==> src/shared/dmau_pkg.sv <==
// Shared constants and carrier types for the data memory addressing unit
package dmau_pkg;

  // ----------------------------------------------------------------------
  // Special register addresses in bank 0
  // ----------------------------------------------------------------------
  localparam logic [7:0] ADDR_IND_A  = 8'h00;  // virtual_indirect_reg_a
  localparam logic [7:0] ADDR_PTR_A  = 8'h01;  // pointer_a
  localparam logic [7:0] ADDR_IND_B  = 8'h02;  // virtual_indirect_reg_b
  localparam logic [7:0] ADDR_PTR_B  = 8'h03;  // pointer_b
  localparam logic [7:0] ADDR_BANK   = 8'h04;  // bank_select
  localparam logic [7:0] ADDR_ACC    = 8'h05;  // alu_result_register
  localparam logic [7:0] ADDR_PCLO   = 8'h06;  // program_counter_low
  localparam logic [7:0] ADDR_TPLO   = 8'h07;  // table_pointer_low
  localparam logic [7:0] ADDR_THB    = 8'h08;  // table_high_byte
  localparam logic [7:0] ADDR_TPHI   = 8'h09;  // table_pointer_high
  localparam logic [7:0] ADDR_UNLOCK = 8'h3F;  // option_map_unlock

  // ----------------------------------------------------------------------
  // Reset values, patterns and field positions
  // ----------------------------------------------------------------------
  localparam logic [7:0] BYTE_ZERO      = 8'h00;
  localparam logic       BANK_RST       = 1'b0;
  localparam logic [7:0] UNLOCK_FIRST   = 8'h55;
  localparam logic [7:0] UNLOCK_SECOND  = 8'hAA;
  localparam logic [2:0] OPT_WIN_TOP    = 3'h7;  // Low byte E0..FF has top bits set
  localparam int         OPT_AW         = 5;     // 32 option words
  localparam int         PM_DW          = 16;    // Program word width
  localparam int         PAGE_W_DEF     = 3;     // Program page bits above the low byte
  localparam int         MAP_LOW_SPEED_INTERNAL_OSC_PERIODS = 4;   // Mapping window length in slow periods
  localparam int         MAP_CNT_W      = 3;

  // ----------------------------------------------------------------------
  // Carriers
  // ----------------------------------------------------------------------
  typedef struct packed {
    logic       valid;  // Executor presents an operand access
    logic       we;     // Write of wdata
    logic       tbl;    // Table read, low byte written to addr
    logic [7:0] addr;   // Operand address as coded in the instruction
    logic [7:0] wdata;
  } dmau_req_t;

  typedef struct packed {
    logic       req;
    logic       we;
    logic       bank;
    logic [7:0] addr;
    logic [7:0] wdata;
  } dmau_mem_t;

  typedef struct packed {
    logic       bank;
    logic [7:0] addr;
    logic       nul;    // Pointer aims at a virtual register
  } dmau_loc_t;

endpackage : dmau_pkg

==> src/dmau_core.sv <==
// Data memory addressing unit: pointers, bank select, accumulator, table and map logic
`timescale 1ns/1ns
module dmau_core #(
  parameter int PAGE_W      = dmau_pkg::PAGE_W_DEF,
  parameter int MAP_PERIODS = dmau_pkg::MAP_LOW_SPEED_INTERNAL_OSC_PERIODS
) (
  input  wire logic                           mclk_i,
  input  wire logic                           reset_n_i,
  input  wire logic                           soft_rst_i,
  input  wire logic                           wake_i,
  input  wire logic                           instr_cycle_i,
  input  wire logic                           low_speed_internal_osc_tick_i,
  input  wire dmau_pkg::dmau_req_t            req_i,
  output logic [7:0]                          rdata_o,
  output logic                                rvalid_o,
  input  wire logic                           alu_we_i,
  input  wire logic [7:0]                     alu_result_i,
  output logic [7:0]                          acc_o,
  input  wire logic [7:0]                     pc_low_i,
  output logic                                pc_load_o,
  output logic [7:0]                          pc_low_o,
  output logic                                dummy_cycle_o,
  input  wire logic                           tbl_last_page_i,
  output logic                                pm_rd_o,
  output logic [PAGE_W+7:0]                   pm_addr_o,
  input  wire logic [dmau_pkg::PM_DW-1:0]     pm_data_i,
  output logic                                opt_rd_o,
  output logic [dmau_pkg::OPT_AW-1:0]         opt_addr_o,
  input  wire logic [dmau_pkg::PM_DW-1:0]     opt_data_i,
  output dmau_pkg::dmau_mem_t                 mem_o,
  input  wire logic [7:0]                     mem_rdata_i,
  output logic                                map_active_o,
  output logic                                bank_select_bit_o
);

  // ----------------------------------------------------------------------
  // Address helpers
  // ----------------------------------------------------------------------
  function automatic logic is_virtual(input logic [7:0] a);
    return (a == dmau_pkg::ADDR_IND_A) || (a == dmau_pkg::ADDR_IND_B);
  endfunction : is_virtual

  // Map an operand address to the location really touched
  function automatic dmau_pkg::dmau_loc_t resolve(input logic [7:0] a,
                                                  input logic [7:0] pa,
                                                  input logic [7:0] pb,
                                                  input logic       bank);
    dmau_pkg::dmau_loc_t l;
    l.bank = dmau_pkg::BANK_RST;
    l.addr = a;
    l.nul  = 1'b0;
    if (a == dmau_pkg::ADDR_IND_A) begin
      l.addr = pa;
      l.nul  = is_virtual(pa);
    end else if (a == dmau_pkg::ADDR_IND_B) begin
      l.bank = bank;
      l.addr = pb;
      l.nul  = is_virtual(pb);
    end
    return l;
  endfunction : resolve

  function automatic logic is_local(input dmau_pkg::dmau_loc_t l);
    logic hit;
    hit = 1'b0;
    if (l.bank == dmau_pkg::BANK_RST) begin
      case (l.addr)
        dmau_pkg::ADDR_PTR_A, dmau_pkg::ADDR_PTR_B, dmau_pkg::ADDR_BANK,
        dmau_pkg::ADDR_ACC, dmau_pkg::ADDR_PCLO, dmau_pkg::ADDR_TPLO,
        dmau_pkg::ADDR_THB, dmau_pkg::ADDR_TPHI, dmau_pkg::ADDR_UNLOCK: hit = 1'b1;
        default: hit = 1'b0;
      endcase
    end
    return hit;
  endfunction : is_local

  // ----------------------------------------------------------------------
  // Registers
  // ----------------------------------------------------------------------
  logic [7:0]        ptr_a_q, ptr_a_d, ptr_b_q, ptr_b_d;
  logic              bank_q, bank_d;
  logic [7:0]        acc_q, acc_d;
  logic [7:0]        tplo_q, tplo_d, thb_q, thb_d;
  logic [PAGE_W-1:0] tphi_q, tphi_d;
  logic [7:0]        unlock_q, unlock_d;
  logic              armed_q, armed_d;
  logic [7:0]        rdata_q, rdata_d;
  logic              rvalid_q, rvalid_d;
  logic              pc_load_q, pc_load_d;
  logic [7:0]        pc_low_q, pc_low_d;

  // ----------------------------------------------------------------------
  // Access decode
  // ----------------------------------------------------------------------
  dmau_pkg::dmau_loc_t        loc;
  logic                       local_hit, wr_en, rd_en, unlock_wr, unlock_ok;
  logic [PAGE_W-1:0]          page;
  logic                       opt_hit;
  logic [dmau_pkg::PM_DW-1:0] tword;
  logic [7:0]                 wbyte, local_rdata;

  // Every transfer lands in a memory location or the accumulator; there is
  // no path that copies one data memory location straight into another
  always_comb begin
    loc       = resolve(req_i.addr, ptr_a_q, ptr_b_q, bank_q);
    local_hit = is_local(loc);
    wr_en     = req_i.valid && (req_i.we || req_i.tbl) && !loc.nul;
    rd_en     = req_i.valid && !req_i.we && !req_i.tbl;
    page      = tbl_last_page_i ? '1 : tphi_q;
    opt_hit   = map_active_o && (page == '1) &&
                (tplo_q[7:5] == dmau_pkg::OPT_WIN_TOP);
    tword     = opt_hit ? opt_data_i : pm_data_i;
    wbyte     = req_i.tbl ? tword[7:0] : req_i.wdata;
    unlock_wr = wr_en && local_hit && (loc.addr == dmau_pkg::ADDR_UNLOCK);
    unlock_ok = instr_cycle_i && armed_q && unlock_wr &&
                (wbyte == dmau_pkg::UNLOCK_SECOND);
  end

  // Local read mux; unimplemented bank bits read as zero
  always_comb begin
    local_rdata = dmau_pkg::BYTE_ZERO;
    case (loc.addr)
      dmau_pkg::ADDR_PTR_A:  local_rdata = ptr_a_q;
      dmau_pkg::ADDR_PTR_B:  local_rdata = ptr_b_q;
      dmau_pkg::ADDR_BANK:   local_rdata = {7'h00, bank_q};
      dmau_pkg::ADDR_ACC:    local_rdata = acc_q;
      dmau_pkg::ADDR_PCLO:   local_rdata = pc_low_i;
      dmau_pkg::ADDR_TPLO:   local_rdata = tplo_q;
      dmau_pkg::ADDR_THB:    local_rdata = thb_q;
      dmau_pkg::ADDR_TPHI:   local_rdata = 8'(tphi_q);
      dmau_pkg::ADDR_UNLOCK: local_rdata = unlock_q;
      default:               local_rdata = dmau_pkg::BYTE_ZERO;
    endcase
  end

  // ----------------------------------------------------------------------
  // Next state
  // ----------------------------------------------------------------------
  always_comb begin
    ptr_a_d   = ptr_a_q;
    ptr_b_d   = ptr_b_q;
    bank_d    = bank_q;
    acc_d     = acc_q;
    tplo_d    = tplo_q;
    thb_d     = thb_q;
    tphi_d    = tphi_q;
    unlock_d  = unlock_q;
    armed_d   = armed_q;
    pc_load_d = 1'b0;
    pc_low_d  = pc_low_q;
    if (wr_en && local_hit) begin
      case (loc.addr)
        dmau_pkg::ADDR_PTR_A:  ptr_a_d = wbyte;
        dmau_pkg::ADDR_PTR_B:  ptr_b_d = wbyte;
        dmau_pkg::ADDR_BANK:   bank_d = wbyte[0];
        dmau_pkg::ADDR_ACC:    acc_d = wbyte;
        dmau_pkg::ADDR_PCLO: begin
          pc_load_d = 1'b1;
          pc_low_d  = wbyte;
        end
        dmau_pkg::ADDR_TPLO:   tplo_d = wbyte;
        dmau_pkg::ADDR_THB:    thb_d = wbyte;
        dmau_pkg::ADDR_TPHI:   tphi_d = wbyte[PAGE_W-1:0];
        dmau_pkg::ADDR_UNLOCK: unlock_d = wbyte;
        default:               acc_d = acc_q;
      endcase
    end
    // ALU result takes the accumulator over a same-cycle operand write
    if (alu_we_i) begin
      acc_d = alu_result_i;
    end
    // High byte goes last so it wins when the operand is the high byte itself
    if (req_i.valid && req_i.tbl) begin
      thb_d = tword[15:8];
    end
    // A 55H arms only the very next instruction cycle
    if (instr_cycle_i) begin
      armed_d = unlock_wr && (wbyte == dmau_pkg::UNLOCK_FIRST);
    end
    if (wake_i) begin
      unlock_d = dmau_pkg::BYTE_ZERO;
      armed_d  = 1'b0;
    end
    // Idle watchdog reset does not raise soft_rst_i, so the bank is kept
    if (soft_rst_i) begin
      bank_d = dmau_pkg::BANK_RST;
    end
  end

  // Read answer is registered one cycle after the request
  always_comb begin
    rvalid_d = rd_en;
    rdata_d  = rdata_q;
    if (rd_en) begin
      if (loc.nul) begin
        rdata_d = dmau_pkg::BYTE_ZERO;
      end else if (local_hit) begin
        rdata_d = local_rdata;
      end else begin
        rdata_d = mem_rdata_i;
      end
    end
  end

  // State registers
  always_ff @(posedge mclk_i or negedge reset_n_i) begin
    if (!reset_n_i) begin
      ptr_a_q   <= dmau_pkg::BYTE_ZERO;
      ptr_b_q   <= dmau_pkg::BYTE_ZERO;
      bank_q    <= dmau_pkg::BANK_RST;
      acc_q     <= dmau_pkg::BYTE_ZERO;
      tplo_q    <= dmau_pkg::BYTE_ZERO;
      thb_q     <= dmau_pkg::BYTE_ZERO;
      tphi_q    <= '0;
      unlock_q  <= dmau_pkg::BYTE_ZERO;
      armed_q   <= 1'b0;
      rdata_q   <= dmau_pkg::BYTE_ZERO;
      rvalid_q  <= 1'b0;
      pc_load_q <= 1'b0;
      pc_low_q  <= dmau_pkg::BYTE_ZERO;
    end else begin
      ptr_a_q   <= ptr_a_d;
      ptr_b_q   <= ptr_b_d;
      bank_q    <= bank_d;
      acc_q     <= acc_d;
      tplo_q    <= tplo_d;
      thb_q     <= thb_d;
      tphi_q    <= tphi_d;
      unlock_q  <= unlock_d;
      armed_q   <= armed_d;
      rdata_q   <= rdata_d;
      rvalid_q  <= rvalid_d;
      pc_load_q <= pc_load_d;
      pc_low_q  <= pc_low_d;
    end
  end

  // ----------------------------------------------------------------------
  // Mapping window timer
  // ----------------------------------------------------------------------
  dmau_map_timer #(
    .PERIODS (MAP_PERIODS)
  ) u_timer (
    .mclk_i      (mclk_i),
    .reset_n_i   (reset_n_i),
    .start_i     (unlock_ok),
    .low_speed_internal_osc_tick_i (low_speed_internal_osc_tick_i),
    .active_o    (map_active_o)
  );

  // ----------------------------------------------------------------------
  // Outputs
  // ----------------------------------------------------------------------
  // Memory port only sees accesses that escape the local registers
  assign mem_o.req   = req_i.valid && !loc.nul && !local_hit && (rd_en || wr_en);
  assign mem_o.we    = wr_en && !local_hit;
  assign mem_o.bank  = loc.bank;
  assign mem_o.addr  = loc.addr;
  assign mem_o.wdata = wbyte;

  // Program or option memory fetch for table reads
  assign pm_rd_o    = req_i.valid && req_i.tbl && !opt_hit;
  assign pm_addr_o  = {page, tplo_q};
  assign opt_rd_o   = req_i.valid && req_i.tbl && opt_hit;
  assign opt_addr_o = tplo_q[dmau_pkg::OPT_AW-1:0];

  // Only the low byte is loaded; the executor keeps its page bits
  assign pc_load_o         = pc_load_q;
  assign pc_low_o          = pc_low_q;
  assign dummy_cycle_o     = pc_load_q;
  assign rdata_o           = rdata_q;
  assign rvalid_o          = rvalid_q;
  assign acc_o             = acc_q;
  assign bank_select_bit_o = bank_q;
endmodule : dmau_core

==> src/dmau_map_timer.sv <==
// Option memory mapping window timer counted in slow oscillator periods
`timescale 1ns/1ns
module dmau_map_timer #(
  parameter int PERIODS = dmau_pkg::MAP_LOW_SPEED_INTERNAL_OSC_PERIODS
) (
  input  wire logic mclk_i,
  input  wire logic reset_n_i,
  input  wire logic start_i,     // Completed unlock sequence
  input  wire logic low_speed_internal_osc_tick_i, // One pulse per low_speed_internal_osc period
  output logic      active_o
);

  logic                          active_q, active_d;
  logic [dmau_pkg::MAP_CNT_W-1:0] cnt_q, cnt_d;

  // Restart wins over expiry so a fresh unlock always gets a full window
  always_comb begin
    active_d = active_q;
    cnt_d    = cnt_q;
    if (start_i) begin
      active_d = 1'b1;
      cnt_d    = '0;
    end else if (active_q && low_speed_internal_osc_tick_i) begin
      if (cnt_q == dmau_pkg::MAP_CNT_W'(PERIODS - 1)) begin
        active_d = 1'b0;
        cnt_d    = '0;
      end else begin
        cnt_d = cnt_q + 1'b1;
      end
    end
  end

  // State registers
  always_ff @(posedge mclk_i or negedge reset_n_i) begin
    if (!reset_n_i) begin
      active_q <= 1'b0;
      cnt_q    <= '0;
    end else begin
      active_q <= active_d;
      cnt_q    <= cnt_d;
    end
  end

  assign active_o = active_q;

endmodule : dmau_map_timer

==> config.mk <==
export PLATFORM = sky130hd
export DESIGN_NAME = dmau_core
export DESIGN_NICKNAME = d
export VERILOG_FILES = /design/src/shared/dmau_pkg.sv /design/src/dmau_core.sv /design/src/dmau_map_timer.sv
export SDC_FILE = /design/constraint.sdc
export NUM_CORES = 1
export LEC_CHECK = 0
export ABC_AREA = 1
export BUFFER_PORTS_ARGS = -buffer_cell sky130_fd_sc_hd__clkbuf_2
export CORE_MARGIN = 2
export CORE_UTILIZATION = 46
export CTS_CLUSTER_SIZE = 24
export DETAILED_ROUTE_END_ITERATION = 10
export PLACE_DENSITY = 0.79
export SLEW_MARGIN = 30
export SYNTH_ARGS = -nofsm -noshare
export SYNTH_HDL_FRONTEND = slang
export SYNTH_SLANG_ARGS = --single-unit
==> constraint.sdc <==
create_clock -name mclk_i -period 4.5 [get_ports mclk_i]
set_input_delay 0.9 -clock mclk_i [delete_from_list [all_inputs] [get_ports mclk_i]]
set_output_delay 0.9 -clock mclk_i [all_outputs]
set_load 0.1 [all_outputs]
==> run summary <==
• **run status** completed
• **NetSw** 0.709 mW
• **Worst setup startpoint** req_i[10]
• **top achievable clock speed** 0.248 GHz
• **post-synthesis simple-gate area fraction** 40.4%
• **setup repair bufs after CTS** 0
• **crit share post-route** 89.7%
• **cells on worst reg2reg path** 10
• **type of element launching the critical path** input port
• **Switching Fraction** 41.3%
• **layout cell share with drive strength beyond 1** 29.6%
• **final wirelength** 15300 um
• **Compound-Gate Fraction of Synth Area** 11.2%
• **pin count of the biggest net entering global routing** 53
• **arrival time of the worst setup path** 3.14 ns
• **clock net sink count** 75
• **combinational family with the most area after synthesis** simple AND/OR/NAND/NOR gates
• **most frequent cells in the layout** sky130_fd_sc_hd__nand2_1 (222), sky130_fd_sc_hd__clkbuf_2 (147), sky130_fd_sc_hd__nand3_1 (75), sky130_fd_sc_hd__dfrtp_1 (75), sky130_fd_sc_hd__nor2_1 (55)
• **max capacitance violation total** 0
• **TritonCTS clock tree** done
• **number of hold-slack violations in the final timing report** 0
• **Avg Inst Size Synth** 7.20 um^2
• **via count of the first global-routing pass** 4636
• **number of optimization iterations in the first detailed-route pass** 5
• **CTS-repair resized insts** 0
• **part of the power in registers** 42.5%
• **leakage component of the power** 3.11 nW
• **global routing's busiest layer** met2
• **Max Root-Sink Buffers** 2
• **number of diodes added for antenna fixing** 0
• **full die area** 0.0108 mm^2
• **multiplexer fraction of the synthesized cell area** 0%
• **GR Util met1** 39.4%
• **net count reported at finish** 869
• **synthesized flop and latch total** 75
• **Internal Power** 1.01 mW
• **most common cell after layout, fill and taps aside** sky130_fd_sc_hd__nand2_1
• **Num CTS Buffers** 9
• **time the final worst path needs with I/O delays and setup** 4.04 ns
• **Setup Slack @ Placement** 0.516 ns
• **number of input and output port buffers inserted** 148
• **Rows** 36
• **met3 capacity usage during global routing** 4.82%
• **GR Overflow Total** 0
• **RSZ-0062 raised after global routing** false
• **clock transition at the registers of the reported paths** 0.08 ns
• **I/O pin cnt** 149
• **area added between synthesis and finish** 22.3%
• **clock latency on the worst-skew pair** 0.36 ns
• **async set-or-reset flop fraction in the synthesized netlist** 100%
• **Layout Cells excl Fill** 923
• **estimated wirelength of the detail-placed design** 11900 um
• **endpoint kind of the worst setup timing path** primary output
• **wire length of the first global-routing pass** 24000 um
• **most used flip-flop cell after synthesis** sky130_fd_sc_hd__dfrtp_1
• **H-Tree Depth** 3
• **PD cells** 305 mW/mm^2
• **All-Layer GR Usage** 28.6%
• **Max Slew Vio Count** 0
• **count of vias placed by the detailed router** 4947
• **Final Setup Violations** 0
• **Max-Slew Margin vs Limit** 53.8%
• **die boundary height** 104 um
• **startpoint of the most critical register-to-register path** ptr_a_q[6]
• **Routability Congestion** 0.965
• **combinational cell fraction of total power** 28.3%
• **Cells after DPL** 907
• **maximum fanout count along the critical path** 18
• **synthesized net count** 722
• **worst reg2reg setup slack** 1.71 ns
• **Seq/Total Area, Yosys** 40.8%
• **drt initial violations** 278
• **Final Core Density** 57.7%
• **highest ir drop seen on vdd** 179 uV
• **setup ws final** 0.464 ns
• **Die Span X** 104 um
• **XOR/XNOR share of the synthesized area** 0%
• **setup skew after layout** 0.00873 ns
• **synthesized-area fraction occupied by adder cells** 0.272%
• **met2 layer usage reported by global route** 45.8%
• **classification of the worst-slack hold path** flop to flop
• **actual transition at the worst max-transition pin** 0.689 ns
• **Critical R2R Capture** unlock_q[2]
• **via/cell ratio** 5.36
• **cell count after synthesis** 638
• **DRC viols** 0
• **data required time at the worst endpoint** 3.60 ns
• **hold-fix buffers at CTS** 0
• **Worst Setup EP** mem_o[17]
• **starting utilization of the core area** 47.2%
• **number of enable-type register cells in the synthesized netlist** 0
• **library cells used by synthesis** 36
• **Routed wire per std cell** 16.6 um
• **worst setup path category** input port to primary output
• **Root Driver** sky130_fd_sc_hd__clkbuf_8
• **post-synthesis instance area** 0.00459 mm^2
• **clock network fraction of total power** 29.3%
• **Core Box Area** 0.00973 mm^2
• **post-detailed-route count of antenna-violating nets** 0
• **Yosys Warn Count** 0
• **number of antenna violations at the first check in global routing** 0
-- stage by stage --
stage / instance area [um^2] / TNS, ns / hold WS, ns / power (mW)
6_report: 5620 / 0 / 0.494 / 1.72
5_1_grt: 5620 / 0 / 0.518 / 1.78
4_1_cts: 5620 / 0 / 0.493 / 1.72
3_5_place_dp: 5440 / 0 / 0.471 / 1.23
3_3_place_gp: 5440 / 0 / 0.464 / 1.22
2_1_floorplan: 4610 / -0.470 / 0.453 / 1.09
-- layout make-up --
type	count	area, um^2
clock buffers	9	124
clock inverters	7	58.8
fillers	970	4110
inverters	51	199
multi-input cells	493	2400
flip-flops and latches	75	1880
well taps	133	166
repair buffers	155	793
-- cell families (layout without fill, tap and decap cells) --
logic type	after synthesis	in the layout
AO/OA/AOI/OAI	82	82
adder cells (fa/ha/maj)	1	1
AND/OR/NAND/NOR	410	410
buffers and inverters	70	222
flip-flops	75	75
-- critical path, stage by stage --
cell                       delay (ns)
sky130_fd_sc_hd__clkbuf_2        0.09
sky130_fd_sc_hd__inv_1           0.09
sky130_fd_sc_hd__nand2_1         0.09
sky130_fd_sc_hd__nor2_4          0.19
sky130_fd_sc_hd__nand2_1         0.11
sky130_fd_sc_hd__nand2_1         0.10
sky130_fd_sc_hd__nand3_2         0.14
sky130_fd_sc_hd__nand2_4         0.13
sky130_fd_sc_hd__inv_4           0.05
sky130_fd_sc_hd__nand2_2         0.06
sky130_fd_sc_hd__nor2_1          0.06
sky130_fd_sc_hd__nor2_1          0.15
sky130_fd_sc_hd__nand3_2         0.14
sky130_fd_sc_hd__nand2_1         0.11
sky130_fd_sc_hd__inv_2           0.14
sky130_fd_sc_hd__nor2_2          0.11
sky130_fd_sc_hd__clkbuf_2        0.46
-- power by group through the flow --
stage | combinational, mW | sequential [mW] | clock [mW]
6_report | 0.485 | 0.729 | 0.502
5_1_grt | 0.513 | 0.733 | 0.535
4_1_cts | 0.486 | 0.729 | 0.506
3_5_place_dp | 0.485 | 0.742 | 0
3_3_place_gp | 0.481 | 0.741 | 0
2_1_floorplan | 0.203 | 0.890 | 0
-- registers in the layout, indices dropped and copies added, names as in the netlist, 3 cells and up --
name / flops
tphi_q: 3
ptr_a_q: 8
pc_low_o: 8
u_timer.cnt_q: 3
acc_o: 8
thb_q: 8
ptr_b_q: 8
tplo_q: 8
rdata_o: 8
unlock_q: 8
-- cell usage after synthesis, drive strengths merged, types with 3 or more instances --
cell type,number,share of area (%)
dfrtp,75,41
inv,49,4.2
buf,17,2.8
a21oi,3,0.33
nor3,16,2.3
nand3b,3,0.49
a22oi,8,1.3
nor2,64,5.8
o21ai,66,8.8
nand4,9,1.2
nand2,234,21
nand3,81,9.5
-- worst min-delay path by stage --
| stage | from | to | depth (start not counted) |
|---|---|---|---|
| floorplan | tphi_q[0] | tphi_q[0] | 2 |
| global placement | pc_low_o[4] | pc_low_o[4] | 2 |
| global route | pc_low_o[1] | pc_low_o[1] | 2 |
| detailed placement | rdata_o[1] | rdata_o[1] | 2 |
| CTS | rdata_o[1] | rdata_o[1] | 2 |
| finish | rdata_o[4] | rdata_o[4] | 2 |
-- per-layer routing --
layer	part of all wire, %	wire [um]
met1	44	6720
met3	7.5	1150
met4	1.9	285
met5	0	0
met2	47	7130
(Power assumes the default switching activity.)
